**src/design/lpct_pkg.sv**
```systemverilog
// package: register map, field layout and types of the calibration trigger block
package lpct_pkg;
    localparam int CNT_W = 42;
    localparam logic [7:0] CTRL_IDX = 8'h6E;
    localparam logic [7:0] SWTRIG_IDX = 8'h6C;
    localparam logic [7:0] PINCFG_IDX = 8'h6B;
    localparam logic [7:0] BGCFG_IDX = 8'h60;
    localparam logic [7:0] STAT_IDX = 8'h61;
    localparam logic [7:0] CTRL_RST = 8'h88;
    localparam logic [7:0] SWTRIG_RST = 8'h01;
    localparam logic [7:0] PINCFG_RST = 8'h00;
    localparam logic [7:0] BGCFG_RST = 8'h00;
    localparam int SW_TRIG_BIT = 0;
    localparam int SRC_SEL_BIT = 0;
    localparam int BG_MODE_BIT = 0;
    localparam logic [CNT_W-1:0] CNT_ONE = 42'h001;
    localparam logic [CNT_W-1:0] CNT_ZERO = 42'h000;

    // low-power control layout, bit 7 first
    typedef struct packed {
        logic [2:0] sleep_delay_code;
        logic [1:0] wake_settle_code;
        logic rsvd;
        logic trigger_wake_select;
        logic low_power_cal_enable;
    } lpct_ctrl_type;

    // captured address phase
    typedef struct packed {
        logic [31:0] addr;
        logic wr;
        logic rd;
    } lpct_aphase_type;

    typedef enum logic [1:0] {
        ST_OFF = 2'b00,
        ST_SLEEP = 2'b01,
        ST_WAKE = 2'b10,
        ST_CAL = 2'b11
    } lpct_state_type;

    function automatic logic [31:0] reg_addr(input logic [7:0] idx);
        reg_addr = {22'h000000, idx, 2'b00};
    endfunction

    // (2^e + 1) * unit sampling periods
    function automatic logic [CNT_W-1:0] dly(input logic [5:0] e,
                                             input logic [CNT_W-1:0] unit);
        logic [CNT_W-1:0] base;
        base = (CNT_ONE << e) + CNT_ONE;
        dly = base * unit;
    endfunction
endpackage

```
**src/design/lpct_top.sv**
```systemverilog
// low-power calibration trigger control with AHB-Lite register slave
`timescale 1ns/1ns
`default_nettype none
// Function
// - a register bit acts as the calibration trigger pin for software.
// - source select 0 takes the trigger level from the software bit.
// - source select 1 uses the pin and ignores the software bit.
// - low-power control resets to 0x88: sleep 4, wake 1, all else off.
// - sleep code bits 7:5 set sleep time, only autonomous low-power.
// - sleep delay is (2^k+1)*256 periods, k by code table.
// - wake code bits 4:3 set settling time whenever low-power is on.
// - wake delay is (2^k+1)*256 periods, k 3,18,21,24.
// - trigger-wake 0: sleep ends when the sleep delay expires.
// - trigger-wake 1: core sleeps until selected trigger is low.
// - low-power enable bit 0 acts only in background calibration mode.
module lpct_top
    import lpct_pkg::*;
#(
    parameter int NUM_CORES = 3,
    parameter logic [CNT_W-1:0] DELAY_UNIT = 42'h100,
    parameter logic [7:0][5:0] SLEEP_EXP = {6'h21, 6'h1E, 6'h1B, 6'h18,
                                            6'h15, 6'h12, 6'h0F, 6'h03},
    parameter logic [3:0][5:0] WAKE_EXP = {6'h18, 6'h15, 6'h12, 6'h03}
) (
    input wire logic hclk,
    input wire logic hresetn,
    input wire logic hsel,
    input wire logic [31:0] haddr,
    input wire logic [1:0] htrans,
    input wire logic hwrite,
    input wire logic [2:0] hsize,
    input wire logic [31:0] hwdata,
    input wire logic hready,
    output logic hreadyout,
    output logic [31:0] hrdata,
    output logic hresp,
    input wire logic calibration_trigger_pin,
    input wire logic cal_done,
    output logic cal_trigger_level,
    output logic core_sleep,
    output logic cal_run,
    output logic [1:0] core_select
);
    lpct_ctrl_type ctrl_q;
    logic [7:0] swtrig_q, pincfg_q, bgcfg_q;
    lpct_aphase_type ap_q, ap_d;
    logic [31:0] hrdata_q;
    logic pin_s1_q, pin_s2_q;
    logic trig_q;
    lpct_state_type state_q, state_d;
    logic [CNT_W-1:0] cnt_q, cnt_d;
    logic [1:0] core_q, core_d;

    // bus decode
    wire aphase_ok = hsel & hready & htrans[1];
    wire unused_size = |hsize;
    wire hit_ctrl = ap_q.addr == reg_addr(CTRL_IDX);
    wire hit_sw = ap_q.addr == reg_addr(SWTRIG_IDX);
    wire hit_pin = ap_q.addr == reg_addr(PINCFG_IDX);
    wire hit_bg = ap_q.addr == reg_addr(BGCFG_IDX);
    wire hit_stat = ap_q.addr == reg_addr(STAT_IDX);
    wire [7:0] stat_val = {3'h0, core_q, state_q, trig_q};
    wire [7:0] rd_byte = hit_ctrl ? ctrl_q :
                         hit_sw ? swtrig_q :
                         hit_pin ? pincfg_q :
                         hit_bg ? bgcfg_q :
                         hit_stat ? stat_val : 8'h00;

    assign ap_d.addr = haddr;
    assign ap_d.wr = aphase_ok & hwrite & ~unused_size | aphase_ok & hwrite;
    assign ap_d.rd = aphase_ok & ~hwrite;
    assign hreadyout = ~ap_q.rd;
    assign hrdata = hrdata_q;
    assign hresp = 1'b0;

    always_ff @(posedge hclk or negedge hresetn) begin
        if (!hresetn) begin
            ap_q <= '0;
            hrdata_q <= 32'h00000000;
        end else begin
            ap_q <= ap_d;
            if (ap_q.rd) begin
                hrdata_q <= {24'h000000, rd_byte};
            end
        end
    end

    always_ff @(posedge hclk or negedge hresetn) begin
        if (!hresetn) begin
            ctrl_q <= CTRL_RST;
            swtrig_q <= SWTRIG_RST;
            pincfg_q <= PINCFG_RST;
            bgcfg_q <= BGCFG_RST;
        end else if (ap_q.wr) begin
            // full byte stored, reserved bits included
            if (hit_ctrl) begin
                ctrl_q <= hwdata[7:0];
            end else if (hit_sw) begin
                swtrig_q <= hwdata[7:0];
            end else if (hit_pin) begin
                pincfg_q <= hwdata[7:0];
            end else if (hit_bg) begin
                bgcfg_q <= hwdata[7:0];
            end
        end
    end

    // pin synchroniser
    always_ff @(posedge hclk or negedge hresetn) begin
        if (!hresetn) begin
            pin_s1_q <= 1'b1;
            pin_s2_q <= 1'b1;
        end else begin
            pin_s1_q <= calibration_trigger_pin;
            pin_s2_q <= pin_s1_q;
        end
    end

    // software bit stands in for the pin
    // select 0 takes the software bit
    // select 1 takes the synchronised pin
    wire src_sel = pincfg_q[SRC_SEL_BIT];
    wire trig_d = src_sel ? pin_s2_q : swtrig_q[SW_TRIG_BIT];

    always_ff @(posedge hclk or negedge hresetn) begin
        if (!hresetn) begin
            trig_q <= 1'b1;
        end else begin
            trig_q <= trig_d;
        end
    end

    wire lp_active = bgcfg_q[BG_MODE_BIT] & ctrl_q.low_power_cal_enable;
    // sleep time from the sleep code
    wire [CNT_W-1:0] sleep_cnt = dly(SLEEP_EXP[ctrl_q.sleep_delay_code], DELAY_UNIT);
    // wake time from the wake code
    wire [CNT_W-1:0] wake_cnt = dly(WAKE_EXP[ctrl_q.wake_settle_code], DELAY_UNIT);
    wire cnt_end = cnt_q <= CNT_ONE;
    wire last_core = core_q == 2'(NUM_CORES - 1);

    always_comb begin
        state_d = state_q;
        cnt_d = (cnt_q > CNT_ZERO) ? cnt_q - CNT_ONE : CNT_ZERO;
        core_d = core_q;
        if (!lp_active) begin
            state_d = ST_OFF;
            cnt_d = CNT_ZERO;
        end else begin
            case (state_q)
                ST_OFF: begin
                    state_d = ST_SLEEP;
                    cnt_d = sleep_cnt;
                end
                ST_SLEEP: begin
                    if (ctrl_q.trigger_wake_select) begin
                        cnt_d = CNT_ZERO;
                        if (!trig_q) begin
                            state_d = ST_WAKE;
                            cnt_d = wake_cnt;
                        end
                    end else if (cnt_end) begin
                        state_d = ST_WAKE;
                        cnt_d = wake_cnt;
                    end
                end
                ST_WAKE: begin
                    if (cnt_end) begin
                        state_d = ST_CAL;
                    end
                end
                default: begin
                    if (cal_done) begin
                        state_d = ST_SLEEP;
                        cnt_d = sleep_cnt;
                        core_d = last_core ? 2'h0 : core_q + 2'h1;
                    end
                end
            endcase
        end
    end

    always_ff @(posedge hclk or negedge hresetn) begin
        if (!hresetn) begin
            state_q <= ST_OFF;
            cnt_q <= CNT_ZERO;
            core_q <= 2'h0;
        end else begin
            state_q <= state_d;
            cnt_q <= cnt_d;
            core_q <= core_d;
        end
    end

    assign cal_trigger_level = trig_q;
    assign core_sleep = state_q == ST_SLEEP;
    assign cal_run = state_q == ST_CAL;
    assign core_select = core_q;
endmodule
`default_nettype wire

```
**config.mk**
```make
export PLATFORM = sky130hd
export DESIGN_NAME = lpct_top
export DESIGN_NICKNAME = d
export VERILOG_FILES = /design/src/design/lpct_pkg.sv /design/src/design/lpct_top.sv
export SDC_FILE = /design/constraint.sdc
export NUM_CORES = 1
export LEC_CHECK = 0
export BUFFER_PORTS_ARGS = -buffer_cell sky130_fd_sc_hd__buf_2
export CELL_PAD_IN_SITES_DETAIL_PLACEMENT = 1
export CELL_PAD_IN_SITES_GLOBAL_PLACEMENT = 1
export CORE_MARGIN = 2
export CORE_UTILIZATION = 44
export CTS_BUF_LIST = sky130_fd_sc_hd__clkbuf_16
export CTS_CLUSTER_SIZE = 24
export DETAILED_ROUTE_END_ITERATION = 8
export PLACE_DENSITY = 0.85
export SLEW_MARGIN = 20
export SYNTH_ARGS = -nofsm -noshare
export SYNTH_HDL_FRONTEND = slang
export SYNTH_SLANG_ARGS = --single-unit
```
**constraint.sdc**
```tcl
create_clock -name hclk -period 3.2 [get_ports hclk]
set_clock_uncertainty 0.05 [all_clocks]
set_input_delay 0.48 -clock hclk [delete_from_list [all_inputs] [get_ports hclk]]
set_output_delay 0.48 -clock hclk [all_outputs]
set_load 0.1 [all_outputs]
```
==> results.py, run 1 <==
metrics = {
    "yosys": {
        "synth-warning-count": 0,
        "ys_async_sr_fraction_pct": 100.0,
        "synth_area_per_cell_um2": 10.38,
        "yosysMostFrequentCell": "sky130_fd_sc_hd__dfrtp_1",
        "synth_top_area_cell": "sky130_fd_sc_hd__dfrtp_1",
        "yosysTopAreaCellShare_pct": 44.84,
        "synthCells": 629,
        "number_of_distinct_library_cells_after_synthesis": 74,
        "post_synth_main_area_contributors": "sky130_fd_sc_hd__dfrtp_1 45%, sky130_fd_sc_hd__mux2_2 5.9%, sky130_fd_sc_hd__nor2_1 3.6%",
        "synthesis.area_mm2": 0.006529,
        "ys_top_cells_by_count": "117 x sky130_fd_sc_hd__dfrtp_1, 62 x sky130_fd_sc_hd__nor2_1, 47 x sky130_fd_sc_hd__nand2_1",
        "yosysSeqAreaShare_pct": 47.26,
        "synth_edf_count": 0,
        "ys_dominant_reg_cell": "sky130_fd_sc_hd__dfrtp_1",
        "postSynthRegisterBits": 123,
    },
    "cells_and_area": {
        "num-nets-final": 781,
        "insertedDiodeCount": 0,
        "stdcell_area_mm2": 0.007480,
        "syn_to_final_growth_pct": 14.56,
        "drive_gt1_share_pct": 23.37,
    },
    "clock_tree": {
        "cts-buffers-inserted": 17,
        "max-clock-path-buffers": 2,
        "ctsHtreeMaxLevel": 4,
        "cts_num_sinks": 123,
        "insertion_delay_ns": 0.44,
        "clk_pin_slew_worst_paths_ns": 0.07,
        "clock_tree.root_cell": "sky130_fd_sc_hd__clkbuf_16",
        "cts_tree": "built",
    },
    "job": {
        "timing.max_cap.violations": 0,
    },
    "route": {
        "antenna_violating_nets_remaining": 0,
        "totalWireLength_um": 17780,
        "vias": 5238,
        "detailedRoute.firstPassIterationCount": 5,
        "drc_errors": 0,
        "detail_route.vias_per_cell": 5.885,
        "drtIter0Drc": 245,
        "routedWlPerCell_um": 19.98,
    },
    "global_route": {
        "globalRouteOverflowTotal": 0,
        "global_route_wire_length_before_repair_um": 29370,
        "via_count_of_the_first_global_routing_pass": 5678,
        "track_usage_pct": 23.67,
        "grt_antenna_before_repair": 0,
        "pin_count_of_the_biggest_net_entering_global_routing": 44,
    },
    "min_path": {
        "holdCritPathClass": "in -> reg",
    },
    "pwr": {
        "power_density_mw_per_mm2": 685.0,
        "leakage_uw": 0.003532,
        "max-vdd-ir-drop_mv": 0.4808,
        "finalPower_uw": 5123,
    },
    "floorplanning": {
        "placementRows": 44,
        "core_area_mm2": 0.01453,
        "die-area_mm2": 0.01583,
        "io_pins": 115,
        "start_util_pct": 44.92,
        "die_w_um": 125.8,
        "fp.dieH_um": 125.8,
    },
    "setup_path": {
        "delay_of_the_slowest_cell_on_the_worst_path_ns": 0.59,
        "worstPathMaxFanout": 26,
        "timing.critical_path.from_type": "flip-flop",
        "type_of_the_worst_setup_path": "reg -> reg",
        "timing.critical_path.slowest_stage_cell": "sky130_fd_sc_hd__nor4_1",
        "worst_ep_arrival_time_ns": 3.15,
        "timing.critical_path.cells": "nor4_1, nand2_4, nor3_4, a21boi_2, o31ai_2, or3_1, buf_12, o22ai_1",
        "cpLargestDelayFamily": "simple AND/OR/NAND/NOR gates",
        "buf_inv_stages_crit_path": 1,
        "critical_path_rt_ns": 3.45,
        "critical_path.endpoint_type": "flip-flop",
    },
    "timing": {
        "share_of_the_cycle_needed_by_the_critical_path_after_routing_pct": 90.51,
        "timing_worst_slew_pin_value_ns": 0.6207,
        "maxSlewViolCount": 0,
        "grt_setup_unrepaired": "no",
        "finalSetupViolCount": 0,
        "max_clock_freq_mhz": 345.3,
        "slew_headroom_pct": 58.24,
        "finalHoldViolations": 0,
        "timing.final.crit_period_ns": 2.896,
        "totalNegativeSetupSlack_ns": 0,
        "timing.hold.ws_ns": 0.08941,
    },
    "status": {
        "status": "finished clean",
    },
    "placed_design": {
        "place_hpwl_um": 12600,
        "globalplace.congestion": 0.8952,
        "placed_cell_area_mm2": 0.006895,
        "portBuffers": 61,
    },
}
## logic make-up (layout without fill, tap and decap cells)
family | count (synthesis) | count (layout) | synth area share (%)
mux | 43 | 43 | 7.244
other cells | 1 | 27 | 0.05744
simple gates | 228 | 228 | 19.85
compound gates | 124 | 124 | 12.84
buf+inv | 66 | 117 | 6.152
fa+ha+maj | 12 | 12 | 2.300
xor+xnor | 32 | 32 | 4.293
flops | 123 | 123 | 47.26
## where the power goes
part | switching (uW) | internal [uW] | total (uW)
logic | 1020 | 500 | 1520
registers | 80.1 | 1640 | 1720
clock network | 797 | 1090 | 1890
total | 1890 | 3230 | 5120
## sequential cells by signal (all words and copies together), names as in the netlist, 2 cells and up
signal       flops
bgcfg_q          8
cnt_q           42
swtrig_q         8
core_select      2
ctrl_q           8
state_q          2
pincfg_q         8
hrdata           8
ap_q            34
## area by class of cell
class | instances | area (um^2)
clock buffers | 17 | 425.4
clock inverters | 15 | 148.9
fillers | 1621 | 7054
inverters | 14 | 52.55
multi-input cells | 466 | 3139
flip-flops and latches | 123 | 3085
well taps | 184 | 230.2
repair buffers | 71 | 397.9
## routing by layer
metal | global-route usage [%] | vias up | wire (um)
met4 | 9.438 | 0 | 492
met1 | 27.32 | 2626 | 7067
li1 | - | 2362 | -
met5 | 0 | - | 0
met2 | 41.94 | 205 | 9252
met3 | 6.287 | 45 | 971
## cells in the final DEF, fill, tap and decap left out, drive strengths merged, types with 5 or more instances in the layout
cell    instances
inv            24
and2            7
ha             12
xnor2          17
nand4           9
conb           27
o221ai          5
or3            14
nor2           62
nor3           17
a21o            9
nand2b          6
clkbuf         17
o21ai          25
nand3          11
a21oi          25
a31oi           8
a221oi         10
nor4           21
and3            5
xor2           15
mux2           34
o22ai          14
nor2b           9
dfstp           6
mux2i           9
dfrtp         117
nand2          48
buf            70
## path summary, 6_finish.rpt
check | start | end | slack [ns] | cells after the start
min | calibration_trigger_pin | pin_s1_q | 0.09 | 1
max | cnt_q[28] | cnt_q[41] | 0.30 | 8
max in group asynchronous | hresetn | cnt_q[33] | 1.77 | 3
max reg2reg | cnt_q[28] | cnt_q[41] | 0.30 | 8
min in group asynchronous | hresetn | cnt_q[5] | 0.53 | 2
min reg2reg | pin_s1_q | pin_s2_q | 0.31 | 0
## stage by stage
step	std cells	util (%)	setup slack, ns
2_1_floorplan	655	-	0.3780
3_3_place_gp	857	47.44	0.4801
3_5_place_dp	857	47.44	0.3602
4_1_cts	890	51.46	0.3198
6_report	890	51.46	0.3038
5_1_grt	890	51.46	0.08689
## repair_timing
action,4_1_cts,5_1_grt
hold buffers,1,0
gates resized for setup,0,0
endpoints found under the hold margin,8,0
buffers inserted,0,0
No activity file was read; power rests on OpenSTA's default activity.
==> run 2: changes to the inputs <==
- CORE_UTILIZATION: 44 -> 45
- CTS_BUF_LIST: sky130_fd_sc_hd__clkbuf_16 -> sky130_fd_sc_hd__clkbuf_4 sky130_fd_sc_hd__clkbuf_8
- PLACE_DENSITY: 0.85 -> 0.86
==> run 2 against run 1 <==
Against the previous run: final cell count grew 0.56%; wire length decreased by 0.93%; sequential power about the same; sequential cell count stayed put; combinational power hardly changed; register-to-register slack worse by 0.02 ns; via count shrank 0.15%; power shrank 11%; largest cell class unchanged; largest power group is now registers.
==> results.py, run 2 (synthesized netlist as in run 1, its figures left out) <==
metrics = {
    "floorplanning": {
        "io_pins": 115,
        "fp.dieH_um": 124.5,
        "die_w_um": 124.5,
        "start_util_pct": 45.44,
        "core_area_mm2": 0.01437,
        "die-area_mm2": 0.01549,
        "placementRows": 44,
    },
    "setup_path": {
        "timing.critical_path.cells": "nor4_4, nand4_1, nor2_1, a21oi_1, nor2_1, a221oi_1, a2111oi_0",
        "crit_path_start": "cnt_q[10]",
        "type_of_the_worst_setup_path": "reg -> reg",
        "critical_path_rt_ns": 3.42,
        "critical_path.endpoint_type": "flip-flop",
        "worstPathMaxFanout": 4,
        "worst_ep_arrival_time_ns": 3.14,
        "timing.rr.start": "cnt_q[10]",
        "cp_common_cell": "sky130_fd_sc_hd__nor2_1",
        "timing.critical_path.from_type": "flip-flop",
        "timing.critical_path.slowest_stage_cell": "sky130_fd_sc_hd__a2111oi_0",
        "delay_of_the_slowest_cell_on_the_worst_path_ns": 0.66,
    },
    "pwr": {
        "max-vdd-ir-drop_mv": 0.3760,
        "power_density_mw_per_mm2": 623.7,
        "leakage_uw": 0.003457,
    },
    "timing": {
        "slew_headroom_pct": 50.03,
        "max_clock_freq_mhz": 343.1,
        "share_of_the_cycle_needed_by_the_critical_path_after_routing_pct": 91.09,
        "totalNegativeSetupSlack_ns": 0,
        "timing.final.crit_period_ns": 2.915,
        "maxSlewViolCount": 0,
        "finalHoldViolations": 0,
        "timing_worst_slew_pin_value_ns": 0.7307,
        "finalSetupViolCount": 0,
        "grt_setup_unrepaired": "no",
        "timing.hold.ws_ns": 0.07174,
        "finalWorstSetupSlack_ns": 0.2852,
    },
    "route": {
        "drtIter0Drc": 275,
        "detailedRoute.firstPassIterationCount": 4,
        "drc_errors": 0,
        "totalWireLength_um": 17620,
        "antenna_violating_nets_remaining": 0,
        "vias": 5230,
        "routedWlPerCell_um": 19.69,
        "detail_route.vias_per_cell": 5.844,
    },
    "clock_tree": {
        "insertion_delay_ns": 0.46,
        "clk_pin_slew_worst_paths_ns": 0.08,
        "cts_tree": "built",
        "clock_tree.root_cell": "sky130_fd_sc_hd__clkbuf_8",
        "ctsHtreeMaxLevel": 4,
        "max-clock-path-buffers": 2,
        "cts_num_sinks": 123,
        "cts-resized-gates": 0,
        "cts-buffers-inserted": 17,
    },
    "global_route": {
        "track_usage_pct": 23.60,
        "via_count_of_the_first_global_routing_pass": 5577,
        "globalRouteOverflowTotal": 0,
        "grt_antenna_before_repair": 0,
        "global_route_wire_length_before_repair_um": 29030,
        "pin_count_of_the_biggest_net_entering_global_routing": 65,
    },
    "cells_and_area": {
        "largest_reg_flops": 42,
        "drive_gt1_share_pct": 24.05,
        "most-common-layout-cells": "117 x sky130_fd_sc_hd__dfrtp_1, 62 x sky130_fd_sc_hd__nor2_1, 60 x sky130_fd_sc_hd__buf_2",
        "num-nets-final": 786,
        "largest-register": "cnt_q",
        "insertedDiodeCount": 0,
        "post-route-util_pct": 50.97,
        "reg.largest.list": "cnt_q: 42 flops, ap_q: 34 flops",
        "syn_to_final_growth_pct": 12.17,
        "final_common_cell": "sky130_fd_sc_hd__dfrtp_1",
    },
    "placed_design": {
        "portBuffers": 61,
        "post-place-ws_ns": 0.3641,
        "globalplace.congestion": 0.9562,
        "place_hpwl_um": 12690,
    },
    "status": {
        "status": "finished clean",
    },
    "job": {
        "timing.max_cap.violations": 0,
    },
    "min_path": {
        "holdCritPathClass": "in -> reg",
        "worstHoldStart": "calibration_trigger_pin",
    },
}
run 2: changes by cell type in the layout (fill, tap and decap cells not counted):
cell | before | now
sky130_fd_sc_hd__clkbuf_4 | 0 | 1
sky130_fd_sc_hd__clkbuf_8 | 0 | 17
sky130_fd_sc_hd__buf_4 | 9 | 14
sky130_fd_sc_hd__clkinvlp_4 | 1 | 3
sky130_fd_sc_hd__clkbuf_16 | 17 | 0
sky130_fd_sc_hd__clkinv_2 | 0 | 1
sky130_fd_sc_hd__clkinv_4 | 2 | 4
sky130_fd_sc_hd__inv_6 | 9 | 4
sky130_fd_sc_hd__clkinv_1 | 1 | 0
run 2: final cells by class:
cell class                      instances  area (um^2)
Multi-Input combinational cell        466         3139
Sequential cell                       123         3085
Tap cell                              184        230.2
Inverter                               14        52.55
Clock buffer                           18        241.5
Timing Repair Buffer                   76        435.4
Clock inverter                         14        138.9
Fill cell                            1599         7046
run 2: worst max-delay path: cells and delay by family (launching register included):
family / cells / cell delay, ns
simple gates: 4 / 1.28
compound gates: 3 / 0.95
flops: 1 / 0.46
run 2: repair_timing:
item                                    in CTS  in global routing
hold endpoints to repair                    19                  0
hold buffers                                 1                  0
endpoints found under the setup margin       0                  0
buffers inserted                             0                  0
run 2: per-stage QoR:
step,instance area (um^2),power (uW),std cells
3_5_place_dp,6933,3242,862
6_report,7323,4568,895
5_1_grt,7323,4817,895
3_3_place_gp,6933,3186,862
2_1_floorplan,6626,2905,655
4_1_cts,7323,4584,895
run 2: final timing paths:
check / cells after the start / slack (ns) / end
worst max-delay path: 7 / 0.29 / cnt_q[8]
worst min-delay path: 1 / 0.07 / pin_s1_q
worst min register to register: 0 / 0.31 / pin_s2_q
worst max register to register: 7 / 0.29 / cnt_q[8]
max in group asynchronous: 3 / 1.89 / ctrl_q[7]
min in group asynchronous: 2 / 0.40 / cnt_q[0]
run 2: layer usage:
metal	wire length (um)	vias to the layer above	track usage, %
met4	445	0	9.253
met1	7221	2656	28.82
met5	0	-	0
li1	-	2366	-
met3	800	36	4.553
met2	9150	172	41.18
run 2: report_power, final:
group	switching [uW]	internal [uW]
Combinational	1010	525
Clock	688	638
Sequential	78.0	1630
Total	1770	2800
